## config.mk

```make
export PLATFORM = sky130hd
export DESIGN_NAME = cts_supervisor
export DESIGN_NICKNAME = d
export VERILOG_FILES = /design/src/core/cts_pkg.sv /design/src/core/cts_clock_check.sv /design/src/core/cts_supervisor.sv
export VERILOG_INCLUDE_DIRS = /design/src /design/src/core
export SDC_FILE = /design/constraint.sdc
export NUM_CORES = 1
export LEC_CHECK = 0
export ABC_AREA = 1
export BUFFER_PORTS_ARGS = -buffer_cell sky130_fd_sc_hd__clkbuf_2
export CORE_MARGIN = 5
export CORE_UTILIZATION = 54
export CTS_BUF_LIST = sky130_fd_sc_hd__clkbuf_16
export DETAILED_ROUTE_END_ITERATION = 12
export PLACE_DENSITY = 0.76
export SLEW_MARGIN = 40
export SYNTH_ARGS = -nofsm -noshare
export SYNTH_HDL_FRONTEND = slang
export SYNTH_SLANG_ARGS = --single-unit
```

## constraint.sdc

```tcl
create_clock -name mclk -period 1.5 [get_ports mclk]
set_input_delay 0.075 -clock mclk [delete_from_list [all_inputs] [get_ports mclk]]
set_output_delay 0.075 -clock mclk [all_outputs]
set_load 0.03 [all_outputs]
```

## src/core/cts_cfg.svh

```systemverilog
`ifndef CTS_CFG_SVH
`define CTS_CFG_SVH

// Crystal and derived rates
`define CTS_XTAL_KHZ          27120
`define CTS_TX_KHZ            6780
`define CTS_TX_DIV            4
`define CTS_TX_HALF           2
`define CTS_PA_PAIRS          2
`define CTS_PA_GATES          4

// Clock check window, counted in loose oscillator ticks
`define CTS_CHK_WIN           16'h0040
`define CTS_CHK_LO            16'h0ae0
`define CTS_CHK_HI            16'h0c20
`define CTS_CHK_GOOD_WINS     3'h3
`define CTS_LOSS_TIMEOUT      8'h20

// Driver rail clamp
`define CTS_CLAMP_W           2
`define CTS_CLAMP_RST         2'h0

// Fixed low-rate divide
`define CTS_SLOW_DIV          8'hd8

`endif

```

## src/core/cts_pkg.sv

```systemverilog
package cts_pkg;

    typedef enum logic [1:0] {
        CTS_SRC_LOOSE,
        CTS_SRC_XTAL
    } cts_src_t;

    typedef struct packed {
        logic osc_enable;
        logic buck_force_pwm;
        logic boost_request;
        logic lineup_request;
        logic [1:0] clamp_sel;
    } cts_ctrl_t;

    typedef struct packed {
        logic [1:0] clk_source;
        logic       xtal_valid;
        logic       xtal_lost;
        logic       osc_running;
        logic       core_active;
    } cts_stat_t;

endpackage

```

## src/core/cts_clock_check.sv

```systemverilog
`timescale 1ns/1ps
`include "cts_cfg.svh"

module cts_clock_check
    import cts_pkg::*;
(
    // Clock and reset
    input  wire logic        mclk,
    input  wire logic        reset_n,
    // Control
    input  wire logic        run,
    input  wire logic        xtal_edge,
    input  wire logic        loose_tick,
    // Result
    output logic             valid,
    output logic             lost
);

    logic [15:0] xtal_cnt_q;
    logic [15:0] win_cnt_q;
    logic [2:0]  good_q;
    logic [7:0]  idle_q;
    logic        valid_q;
    logic        lost_q;
    logic        in_range;

    assign in_range = (xtal_cnt_q >= `CTS_CHK_LO) && (xtal_cnt_q <= `CTS_CHK_HI);
    assign valid    = valid_q;
    assign lost     = lost_q;

    // =========================================
    // Window counters
    always_ff @(posedge mclk or negedge reset_n)
    begin
        if (!reset_n)
        begin
            xtal_cnt_q <= 16'h0000;
            win_cnt_q  <= 16'h0000;
        end
        else if (!run)
        begin
            xtal_cnt_q <= 16'h0000;
            win_cnt_q  <= 16'h0000;
        end
        else if (loose_tick && win_cnt_q == `CTS_CHK_WIN - 16'h0001)
        begin
            xtal_cnt_q <= {15'h0000, xtal_edge};
            win_cnt_q  <= 16'h0000;
        end
        else
        begin
            if (xtal_edge)
                xtal_cnt_q <= xtal_cnt_q + 16'h0001;
            if (loose_tick)
                win_cnt_q <= win_cnt_q + 16'h0001;
        end
    end

    // =========================================
    // Qualification
    always_ff @(posedge mclk or negedge reset_n)
    begin
        if (!reset_n)
        begin
            good_q  <= 3'h0;
            valid_q <= 1'b0;
        end
        else if (!run || lost_q)
        begin
            good_q  <= 3'h0;
            valid_q <= 1'b0;
        end
        else if (loose_tick && win_cnt_q == `CTS_CHK_WIN - 16'h0001)
        begin
            if (!in_range)
            begin
                good_q  <= 3'h0;
                valid_q <= 1'b0;
            end
            else if (good_q == `CTS_CHK_GOOD_WINS - 3'h1)
                valid_q <= 1'b1;
            else
                good_q <= good_q + 3'h1;
        end
    end

    // =========================================
    // Loss detection
    always_ff @(posedge mclk or negedge reset_n)
    begin
        if (!reset_n)
        begin
            idle_q <= 8'h00;
            lost_q <= 1'b0;
        end
        else if (!run || xtal_edge)
        begin
            idle_q <= 8'h00;
            lost_q <= 1'b0;
        end
        else if (loose_tick)
        begin
            if (idle_q == `CTS_LOSS_TIMEOUT)
                lost_q <= valid_q;
            else
                idle_q <= idle_q + 8'h01;
        end
    end

endmodule

```

## src/core/cts_supervisor.sv

```systemverilog
`timescale 1ns/1ps
`include "cts_cfg.svh"


module cts_supervisor
    import cts_pkg::*;
(
    // Clock and reset
    input  wire logic                    mclk,
    input  wire logic                    reset_n,
    // Pins and analog monitors
    input  wire logic                    crystal_terminal_one,
    input  wire logic                    loose_osc_clk,
    input  wire logic                    core_input_supply_ok,
    input  wire logic                    sleep_select_input,
    input  wire logic                    temp_warning,
    input  wire logic                    temp_shutdown,
    // Host controls
    input  wire cts_ctrl_t               ctrl,
    input  wire logic                    ctrl_write,
    input  wire logic                    irq_ack,
    // Status and events
    output cts_stat_t                    status,
    output logic                         irq_thermal_warn,
    output logic                         irq_thermal_shutdown,
    // Clock products
    output logic                         xtal_clk_gate,
    output logic                         slow_tick,
    output logic [`CTS_PA_GATES-1:0]     pa_gate,
    // Function enables
    output logic                         lineup_enable,
    output logic                         boost_enable,
    output logic                         boost_clk_xtal,
    output logic                         buck_auto_mode,
    output logic                         buck_clk_xtal,
    output logic                         supplies_enable,
    output logic [`CTS_CLAMP_W-1:0]      driver_supply_rail_clamp,
    output logic                         register_clear
);

    typedef enum logic [2:0] {
        ST_OFF,
        ST_START,
        ST_CHECK,
        ST_XTAL,
        ST_SHUTDOWN
    } cts_state_t;

    cts_state_t  state_q;
    cts_state_t  state_d;

    // Synchronisers: three stages, change counted when two and three agree
    logic [2:0]  xt_s_q;
    logic [2:0]  lo_s_q;
    logic [2:0]  uv_s_q;
    logic [2:0]  sl_s_q;
    logic [2:0]  tw_s_q;
    logic [2:0]  ts_s_q;
    logic        xt_q;
    logic        lo_q;
    logic        uv_q;
    logic        sl_q;
    logic        tw_q;
    logic        ts_q;

    cts_ctrl_t   ctrl_q;
    logic        osc_en_q;
    logic        valid;
    logic        lost;
    logic        run;
    logic        xt_edge;
    logic        lo_tick;
    logic        xt_prev_q;
    logic        lo_prev_q;
    logic        tw_prev_q;
    logic        shut_seen_q;
    logic [1:0]  tx_div_q;
    logic [7:0]  slow_cnt_q;
    logic        tx_phase_q;
    logic        clk_ok;
    cts_stat_t   status_q;
    logic        warn_q;
    logic        shut_irq_q;
    logic [`CTS_PA_GATES-1:0] pa_q;
    logic        lineup_q;
    logic        boost_q;
    logic        slow_q;
    logic        clr_q;

    // =========================================
    // Input synchronisers
    always_ff @(posedge mclk or negedge reset_n)
    begin
        if (!reset_n)
        begin
            xt_s_q <= 3'h0;
            lo_s_q <= 3'h0;
            uv_s_q <= 3'h0;
            sl_s_q <= 3'h0;
            tw_s_q <= 3'h0;
            ts_s_q <= 3'h0;
        end
        else
        begin
            xt_s_q <= {xt_s_q[1:0], crystal_terminal_one};
            lo_s_q <= {lo_s_q[1:0], loose_osc_clk};
            uv_s_q <= {uv_s_q[1:0], core_input_supply_ok};
            sl_s_q <= {sl_s_q[1:0], sleep_select_input};
            tw_s_q <= {tw_s_q[1:0], temp_warning};
            ts_s_q <= {ts_s_q[1:0], temp_shutdown};
        end
    end

    always_ff @(posedge mclk or negedge reset_n)
    begin
        if (!reset_n)
        begin
            xt_q <= 1'b0;
            lo_q <= 1'b0;
            uv_q <= 1'b0;
            sl_q <= 1'b0;
            tw_q <= 1'b0;
            ts_q <= 1'b0;
        end
        else
        begin
            if (xt_s_q[1] == xt_s_q[2])
                xt_q <= xt_s_q[2];
            if (lo_s_q[1] == lo_s_q[2])
                lo_q <= lo_s_q[2];
            if (uv_s_q[1] == uv_s_q[2])
                uv_q <= uv_s_q[2];
            if (sl_s_q[1] == sl_s_q[2])
                sl_q <= sl_s_q[2];
            if (tw_s_q[1] == tw_s_q[2])
                tw_q <= tw_s_q[2];
            if (ts_s_q[1] == ts_s_q[2])
                ts_q <= ts_s_q[2];
        end
    end

    // =========================================
    // Edge detection
    always_ff @(posedge mclk or negedge reset_n)
    begin
        if (!reset_n)
        begin
            xt_prev_q <= 1'b0;
            lo_prev_q <= 1'b0;
            tw_prev_q <= 1'b0;
        end
        else
        begin
            xt_prev_q <= xt_q;
            lo_prev_q <= lo_q;
            tw_prev_q <= tw_q;
        end
    end

    assign xt_edge = xt_q && !xt_prev_q;
    assign lo_tick = lo_q && !lo_prev_q;

    // =========================================
    // Host control registers
    always_ff @(posedge mclk or negedge reset_n)
    begin
        if (!reset_n)
        begin
            ctrl_q <= '{osc_enable: 1'b1, clamp_sel: `CTS_CLAMP_RST, default: 1'b0};
        end
        else if (!uv_q || state_q == ST_SHUTDOWN)
        begin
            ctrl_q <= '{osc_enable: 1'b1, clamp_sel: `CTS_CLAMP_RST, default: 1'b0};
        end
        else if (ctrl_write)
        begin
            ctrl_q <= ctrl;
        end
    end

    always_ff @(posedge mclk or negedge reset_n)
    begin
        if (!reset_n)
            osc_en_q <= 1'b0;
        else
            osc_en_q <= uv_q && ctrl_q.osc_enable && !sl_q && state_q != ST_SHUTDOWN;
    end

    // =========================================
    // Clock check
    assign run = osc_en_q;

    cts_clock_check u_check (
        .mclk       (mclk),
        .reset_n    (reset_n),
        .run        (run),
        .xtal_edge  (xt_edge),
        .loose_tick (lo_tick),
        .valid      (valid),
        .lost       (lost)
    );

    // =========================================
    // Supervisor state machine
    always_comb
    begin
        state_d = state_q;
        case (state_q)
            ST_OFF:
                if (run)
                    state_d = ST_START;
            ST_START:
                state_d = ST_CHECK;
            ST_CHECK:
                if (!run)
                    state_d = ST_OFF;
                else if (valid)
                    state_d = ST_XTAL;
            ST_XTAL:
                if (!run)
                    state_d = ST_OFF;
                else if (lost || !valid)
                    state_d = ST_CHECK;
            ST_SHUTDOWN:
                if (!ts_q)
                    state_d = ST_OFF;
            default:
                state_d = ST_OFF;
        endcase
        if (ts_q)
            state_d = ST_SHUTDOWN;
        else if (!uv_q)
            state_d = ST_OFF;
    end

    always_ff @(posedge mclk or negedge reset_n)
    begin
        if (!reset_n)
            state_q <= ST_OFF;
        else
            state_q <= state_d;
    end

    assign clk_ok = (state_q == ST_XTAL);

    // =========================================
    // Fixed dividers
    always_ff @(posedge mclk or negedge reset_n)
    begin
        if (!reset_n)
        begin
            tx_div_q   <= 2'h0;
            tx_phase_q <= 1'b0;
        end
        else if (!run)
        begin
            tx_div_q   <= 2'h0;
            tx_phase_q <= 1'b0;
        end
        else if (xt_edge)
        begin
            if (tx_div_q == 2'(`CTS_TX_HALF - 1))
            begin
                tx_div_q   <= 2'h0;
                tx_phase_q <= !tx_phase_q;
            end
            else
                tx_div_q <= tx_div_q + 2'h1;
        end
    end

    always_ff @(posedge mclk or negedge reset_n)
    begin
        if (!reset_n)
        begin
            slow_cnt_q <= 8'h00;
            slow_q     <= 1'b0;
        end
        else if (!clk_ok)
        begin
            slow_cnt_q <= 8'h00;
            slow_q     <= 1'b0;
        end
        else if (xt_edge && slow_cnt_q == `CTS_SLOW_DIV - 8'h01)
        begin
            slow_cnt_q <= 8'h00;
            slow_q     <= 1'b1;
        end
        else
        begin
            if (xt_edge)
                slow_cnt_q <= slow_cnt_q + 8'h01;
            slow_q <= 1'b0;
        end
    end

    // =========================================
    // Amplifier gate drives
    genvar gi;
    generate
        for (gi = 0; gi < `CTS_PA_PAIRS; gi++)
        begin : g_pair
            always_ff @(posedge mclk or negedge reset_n)
            begin
                if (!reset_n)
                    pa_q[2*gi+1:2*gi] <= 2'h0;
                else if (!lineup_q)
                    pa_q[2*gi+1:2*gi] <= 2'h0;
                else
                    pa_q[2*gi+1:2*gi] <= {!tx_phase_q, tx_phase_q};
            end
        end
    endgenerate

    // =========================================
    // Function enables
    always_ff @(posedge mclk or negedge reset_n)
    begin
        if (!reset_n)
        begin
            lineup_q <= 1'b0;
            boost_q  <= 1'b0;
            clr_q    <= 1'b1;
        end
        else
        begin
            lineup_q <= clk_ok && ctrl_q.lineup_request;
            boost_q  <= clk_ok && ctrl_q.boost_request;
            clr_q    <= !uv_q || state_q == ST_SHUTDOWN;
        end
    end

    // =========================================
    // Status and thermal events
    always_ff @(posedge mclk or negedge reset_n)
    begin
        if (!reset_n)
            status_q <= '0;
        else
        begin
            status_q.clk_source  <= clk_ok ? CTS_SRC_XTAL : CTS_SRC_LOOSE;
            status_q.xtal_valid  <= valid;
            status_q.xtal_lost   <= lost;
            status_q.osc_running <= run;
            status_q.core_active <= uv_q && state_q != ST_SHUTDOWN;
        end
    end

    always_ff @(posedge mclk or negedge reset_n)
    begin
        if (!reset_n)
            warn_q <= 1'b0;
        else if (tw_q && !tw_prev_q && uv_q)
            warn_q <= 1'b1;
        else if (irq_ack || state_q == ST_SHUTDOWN)
            warn_q <= 1'b0;
    end

    always_ff @(posedge mclk or negedge reset_n)
    begin
        if (!reset_n)
        begin
            shut_seen_q <= 1'b0;
            shut_irq_q  <= 1'b0;
        end
        else
        begin
            if (state_q == ST_SHUTDOWN)
                shut_seen_q <= 1'b1;
            else if (shut_seen_q && uv_q)
                shut_seen_q <= 1'b0;
            if (shut_seen_q && state_q != ST_SHUTDOWN && uv_q)
                shut_irq_q <= 1'b1;
            else if (irq_ack)
                shut_irq_q <= 1'b0;
        end
    end

    // =========================================
    // Outputs
    always_ff @(posedge mclk or negedge reset_n)
    begin
        if (!reset_n)
        begin
            xtal_clk_gate  <= 1'b0;
            buck_auto_mode <= 1'b1;
            buck_clk_xtal  <= 1'b0;
            supplies_enable <= 1'b0;
            boost_clk_xtal <= 1'b0;
        end
        else
        begin
            xtal_clk_gate  <= clk_ok;
            buck_auto_mode <= !clk_ok || !ctrl_q.buck_force_pwm;
            buck_clk_xtal  <= clk_ok;
            supplies_enable <= uv_q && state_q != ST_SHUTDOWN;
            boost_clk_xtal <= clk_ok;
        end
    end

    assign status                   = status_q;
    assign irq_thermal_warn         = warn_q;
    assign irq_thermal_shutdown     = shut_irq_q;
    assign slow_tick                = slow_q;
    assign pa_gate                  = pa_q;
    assign lineup_enable            = lineup_q;
    assign boost_enable             = boost_q;
    assign driver_supply_rail_clamp = ctrl_q.clamp_sel;
    assign register_clear           = clr_q;

endmodule

```

==> results.md <==
* Hpwl dp at between 7000 and 8000 um
* Die area at 0.0114 mm2
* Commonest cells post-synth: nand2_1, dfrtp_1, inv_1, nor2_1, nand3_1
* Unrepaired setup endpoints after global routing: true
* Share of cells above drive strength 1 at 0.305
* Static Leak at just over 3 nW
* Worst Path Required at about 1700 ps
* Die height at 107 um
* Synth Net Count at approximately 600
* Post-DRT Antenna Nets at 0
* Register area share after synthesis at 0.533
* Final period util at 1.07
* Total Nets Final at 705
* H-tree depth at 3
* Gr ovfl total at 0
* I/O pin count at 39
* # diodes at 0
* Die X at approximately 110 um
* Slew Viols, Final at 0
* Status: finished with violations
* Antenna violations before repair at 0
* Post-synth EDFFs at 0
* Worst skew pair latency at ~350 ps
* Core Area at 0.00920 mm2
* Leading area contributor after synthesis: dfrtp_1
* Clk buf depth at 2
* Comb power frac at 0.104
* Worst setup path class: reg -> reg
* Area added between synthesis and finish at 31.0%
* CTS tree: built
* F_max at roughly 620 MHz
* Max-Cap Viols at 0
* Pint at 4.43 mW
* Most used DFF post-synth: dfrtp_1
* Register bit total from synthesis at 108
* Ys Warns at 0
* Tot GR Track Use at 0.223
* Netlist cell types at 43
* IR drop worst, VDD at approximately 0.00075 V
* Crit path max fanout at 4
* Top-area cell type share of the netlist area at 0.517
* Setup slack after layout at -112 ps
* DR pass1 iterations at 7
* DRT Wirelength at between 10,000 and 15,000 um
* Syn_area_per_cell at roughly 8.8 um2
* CTS Root Cell: clkbuf_16
* Crit end category: register
* Flop pwr share at 0.501
* Via count at around 4,500
* Drt via density at 5.64
* Largest net degree at the start of global routing at 34
* Starting density of the core at 0.552
* Cell area after layout at 0.00665 mm2
* Synthesized area at around 0.005 mm2
* Dominant cells by area after synthesis: dfrtp_1, nand2_1, inv_1
* Global-route wire length before repair at around 20,000 um
* Sw Ratio at 0.274
* Most common cell in the netlist: nand2_1
* # DRC at 0
* Final RePlAce weighted congestion at 0.904
* Setup Total Neg Slack at -914 ps
* Port Buffers at 37
* Clock share of power at 0.395
* Dpl cell area at 0.00562 mm2
* DR WL/cell at approximately 16 um
* FFs w/ async S/R, synth at 1.00
* Worst-path clk slew at around 80 ps
* Syn Inst Count at 577
* CP arrival at about 1900 ps
* Setup crit start kind: register
* Post-Route Skew at approximately 6.8 ps
* Min-delay worst type: in -> reg
* Vias in the first global route at approximately 4,400
* Clock sinks at between 100 and 150
* P per Cell Area at a little over 900 mW/mm2
* Net Sw Power at 1.67 mW
* Tmin final at around 1600 ps
* Final-report hold violation count at 0
* Failing checks: setup timing
* Num rows at 35
* Number of DRC markers in iteration 0 at around 370
* CTS buffer count at 9
* Count of final setup violators at 27
registers in the layout (all words and copies together), names as in the netlist, 2 cells and up:
| name | flops |
|---|---|
| status | 3 |
| state_q | 3 |
| tx_div_q | 2 |
| driver_supply_rail_clamp | 2 |
| xt_s_q | 3 |
| slow_cnt_q | 8 |
| ts_s_q | 3 |
| u_check.idle_q | 8 |
| lo_s_q | 3 |
| uv_s_q | 3 |
| u_check.good_q | 3 |
| sl_s_q | 3 |
| u_check.xtal_cnt_q | 16 |
| pa_gate | 2 |
| tw_s_q | 3 |
| u_check.win_cnt_q | 16 |
| ctrl_q | 4 |
power groups by stage:
| stage | combinational, mW | clock, mW | sequential [mW] |
|---|---|---|---|
| 4_1_cts | 0.561 | 2.45 | 3.06 |
| 2_1_floorplan | 0.251 | 0 | 3.14 |
| 5_1_grt | 0.697 | 2.58 | 3.08 |
| 3_5_place_dp | 0.508 | 0 | 3.12 |
| 6_report | 0.637 | 2.41 | 3.06 |
| 3_3_place_gp | 0.492 | 0 | 3.11 |
final timing paths:
path | cells after the start | slack [ps] | startpoint | to
min reg2reg | 0 | 350 | sl_s_q[0] | sl_s_q[1]
min in group asynchronous | 2 | 150 | reset_n | pa_gate[3]
max in group asynchronous | 3 | 770 | reset_n | ctrl_q[5]
min | 3 | 50 | ctrl_write | driver_supply_rail_clamp[1]
max reg2reg | 8 | -110 | u_check.win_cnt_q[1] | u_check.win_cnt_q[11]
max | 8 | -110 | u_check.win_cnt_q[1] | u_check.win_cnt_q[11]
cells in the final DEF, fill, tap and decap left out, types with 14 or more instances in the layout:
master / synthesis / routed
dfrtp_1: 105 / 98
nand2_1: 106 / 96
inv_1: 73 / 69
buf_4: 10 / 52
nand3_1: 52 / 42
nor2_1: 62 / 41
clkbuf_2: 0 / 36
nand4_1: 21 / 21
o21ai_0: 27 / 18
nor2_2: 1 / 14
a21oi_1: 15 / 14
dlygate4sd3_1: 0 / 14
what timing repair did:
item                                   4_1_cts  5_1_grt
setup endpoints to repair                   43       53
buffers inserted                             4       13
endpoints found under the hold margin      119        0
hold buffers                                14        0
pin swaps                                    5       28
gates resized for setup                     15      105
gates cloned                                 0        1
kinds of logic after synthesis:
family / share of synthesized area
fa+ha+maj: 0.0315
compound gates: 0.0688
flops: 0.533
other cells: 0.000739
xor+xnor: 0.0207
buf+inv: 0.0801
simple gates: 0.265
worst max-delay path, cell delays in order (launching register included):
cell	delay [ps]
dfrtp_1	420
buf_6	140
nand2_4	60
nor3_4	220
nand2_2	120
nor3_4	290
nand3_2	130
nand2_2	80
nor2_1	40
layout make-up:
cell class / instances / area (um2)
flip-flops and latches: 108 / 2720
fillers: 618 / 2540
inverters: 78 / 303
clock buffers: 9 / 225
clock inverters: 7 / 86.3
well taps: 111 / 139
repair buffers: 109 / 816
multi-input cells: 375 / 2370
stage by stage:
stage	utilization	power, mW	instances	setup WS [ps]	hold WS, ps
5_1_grt	0.723	6.35	797	-214	76.5
4_1_cts	0.672	6.07	783	-26.5	42.5
3_5_place_dp	0.611	3.62	749	-121	-26.9
2_1_floorplan	-	3.40	577	49.0	-221
6_report	0.723	6.11	797	-112	50.8
3_3_place_gp	0.611	3.60	749	-66.5	-26.6
routing by layer:
| layer | track usage | wire length [um] | vias to the layer above |
|---|---|---|---|
| met5 | 0 | 0 | - |
| met4 | 0.0676 | 449 | 0 |
| met3 | 0.0470 | 677 | 52 |
| met2 | 0.373 | 6760 | 168 |
| met1 | 0.293 | 5250 | 2182 |
| li1 | - | - | 2095 |
(Power assumes the default switching activity.)
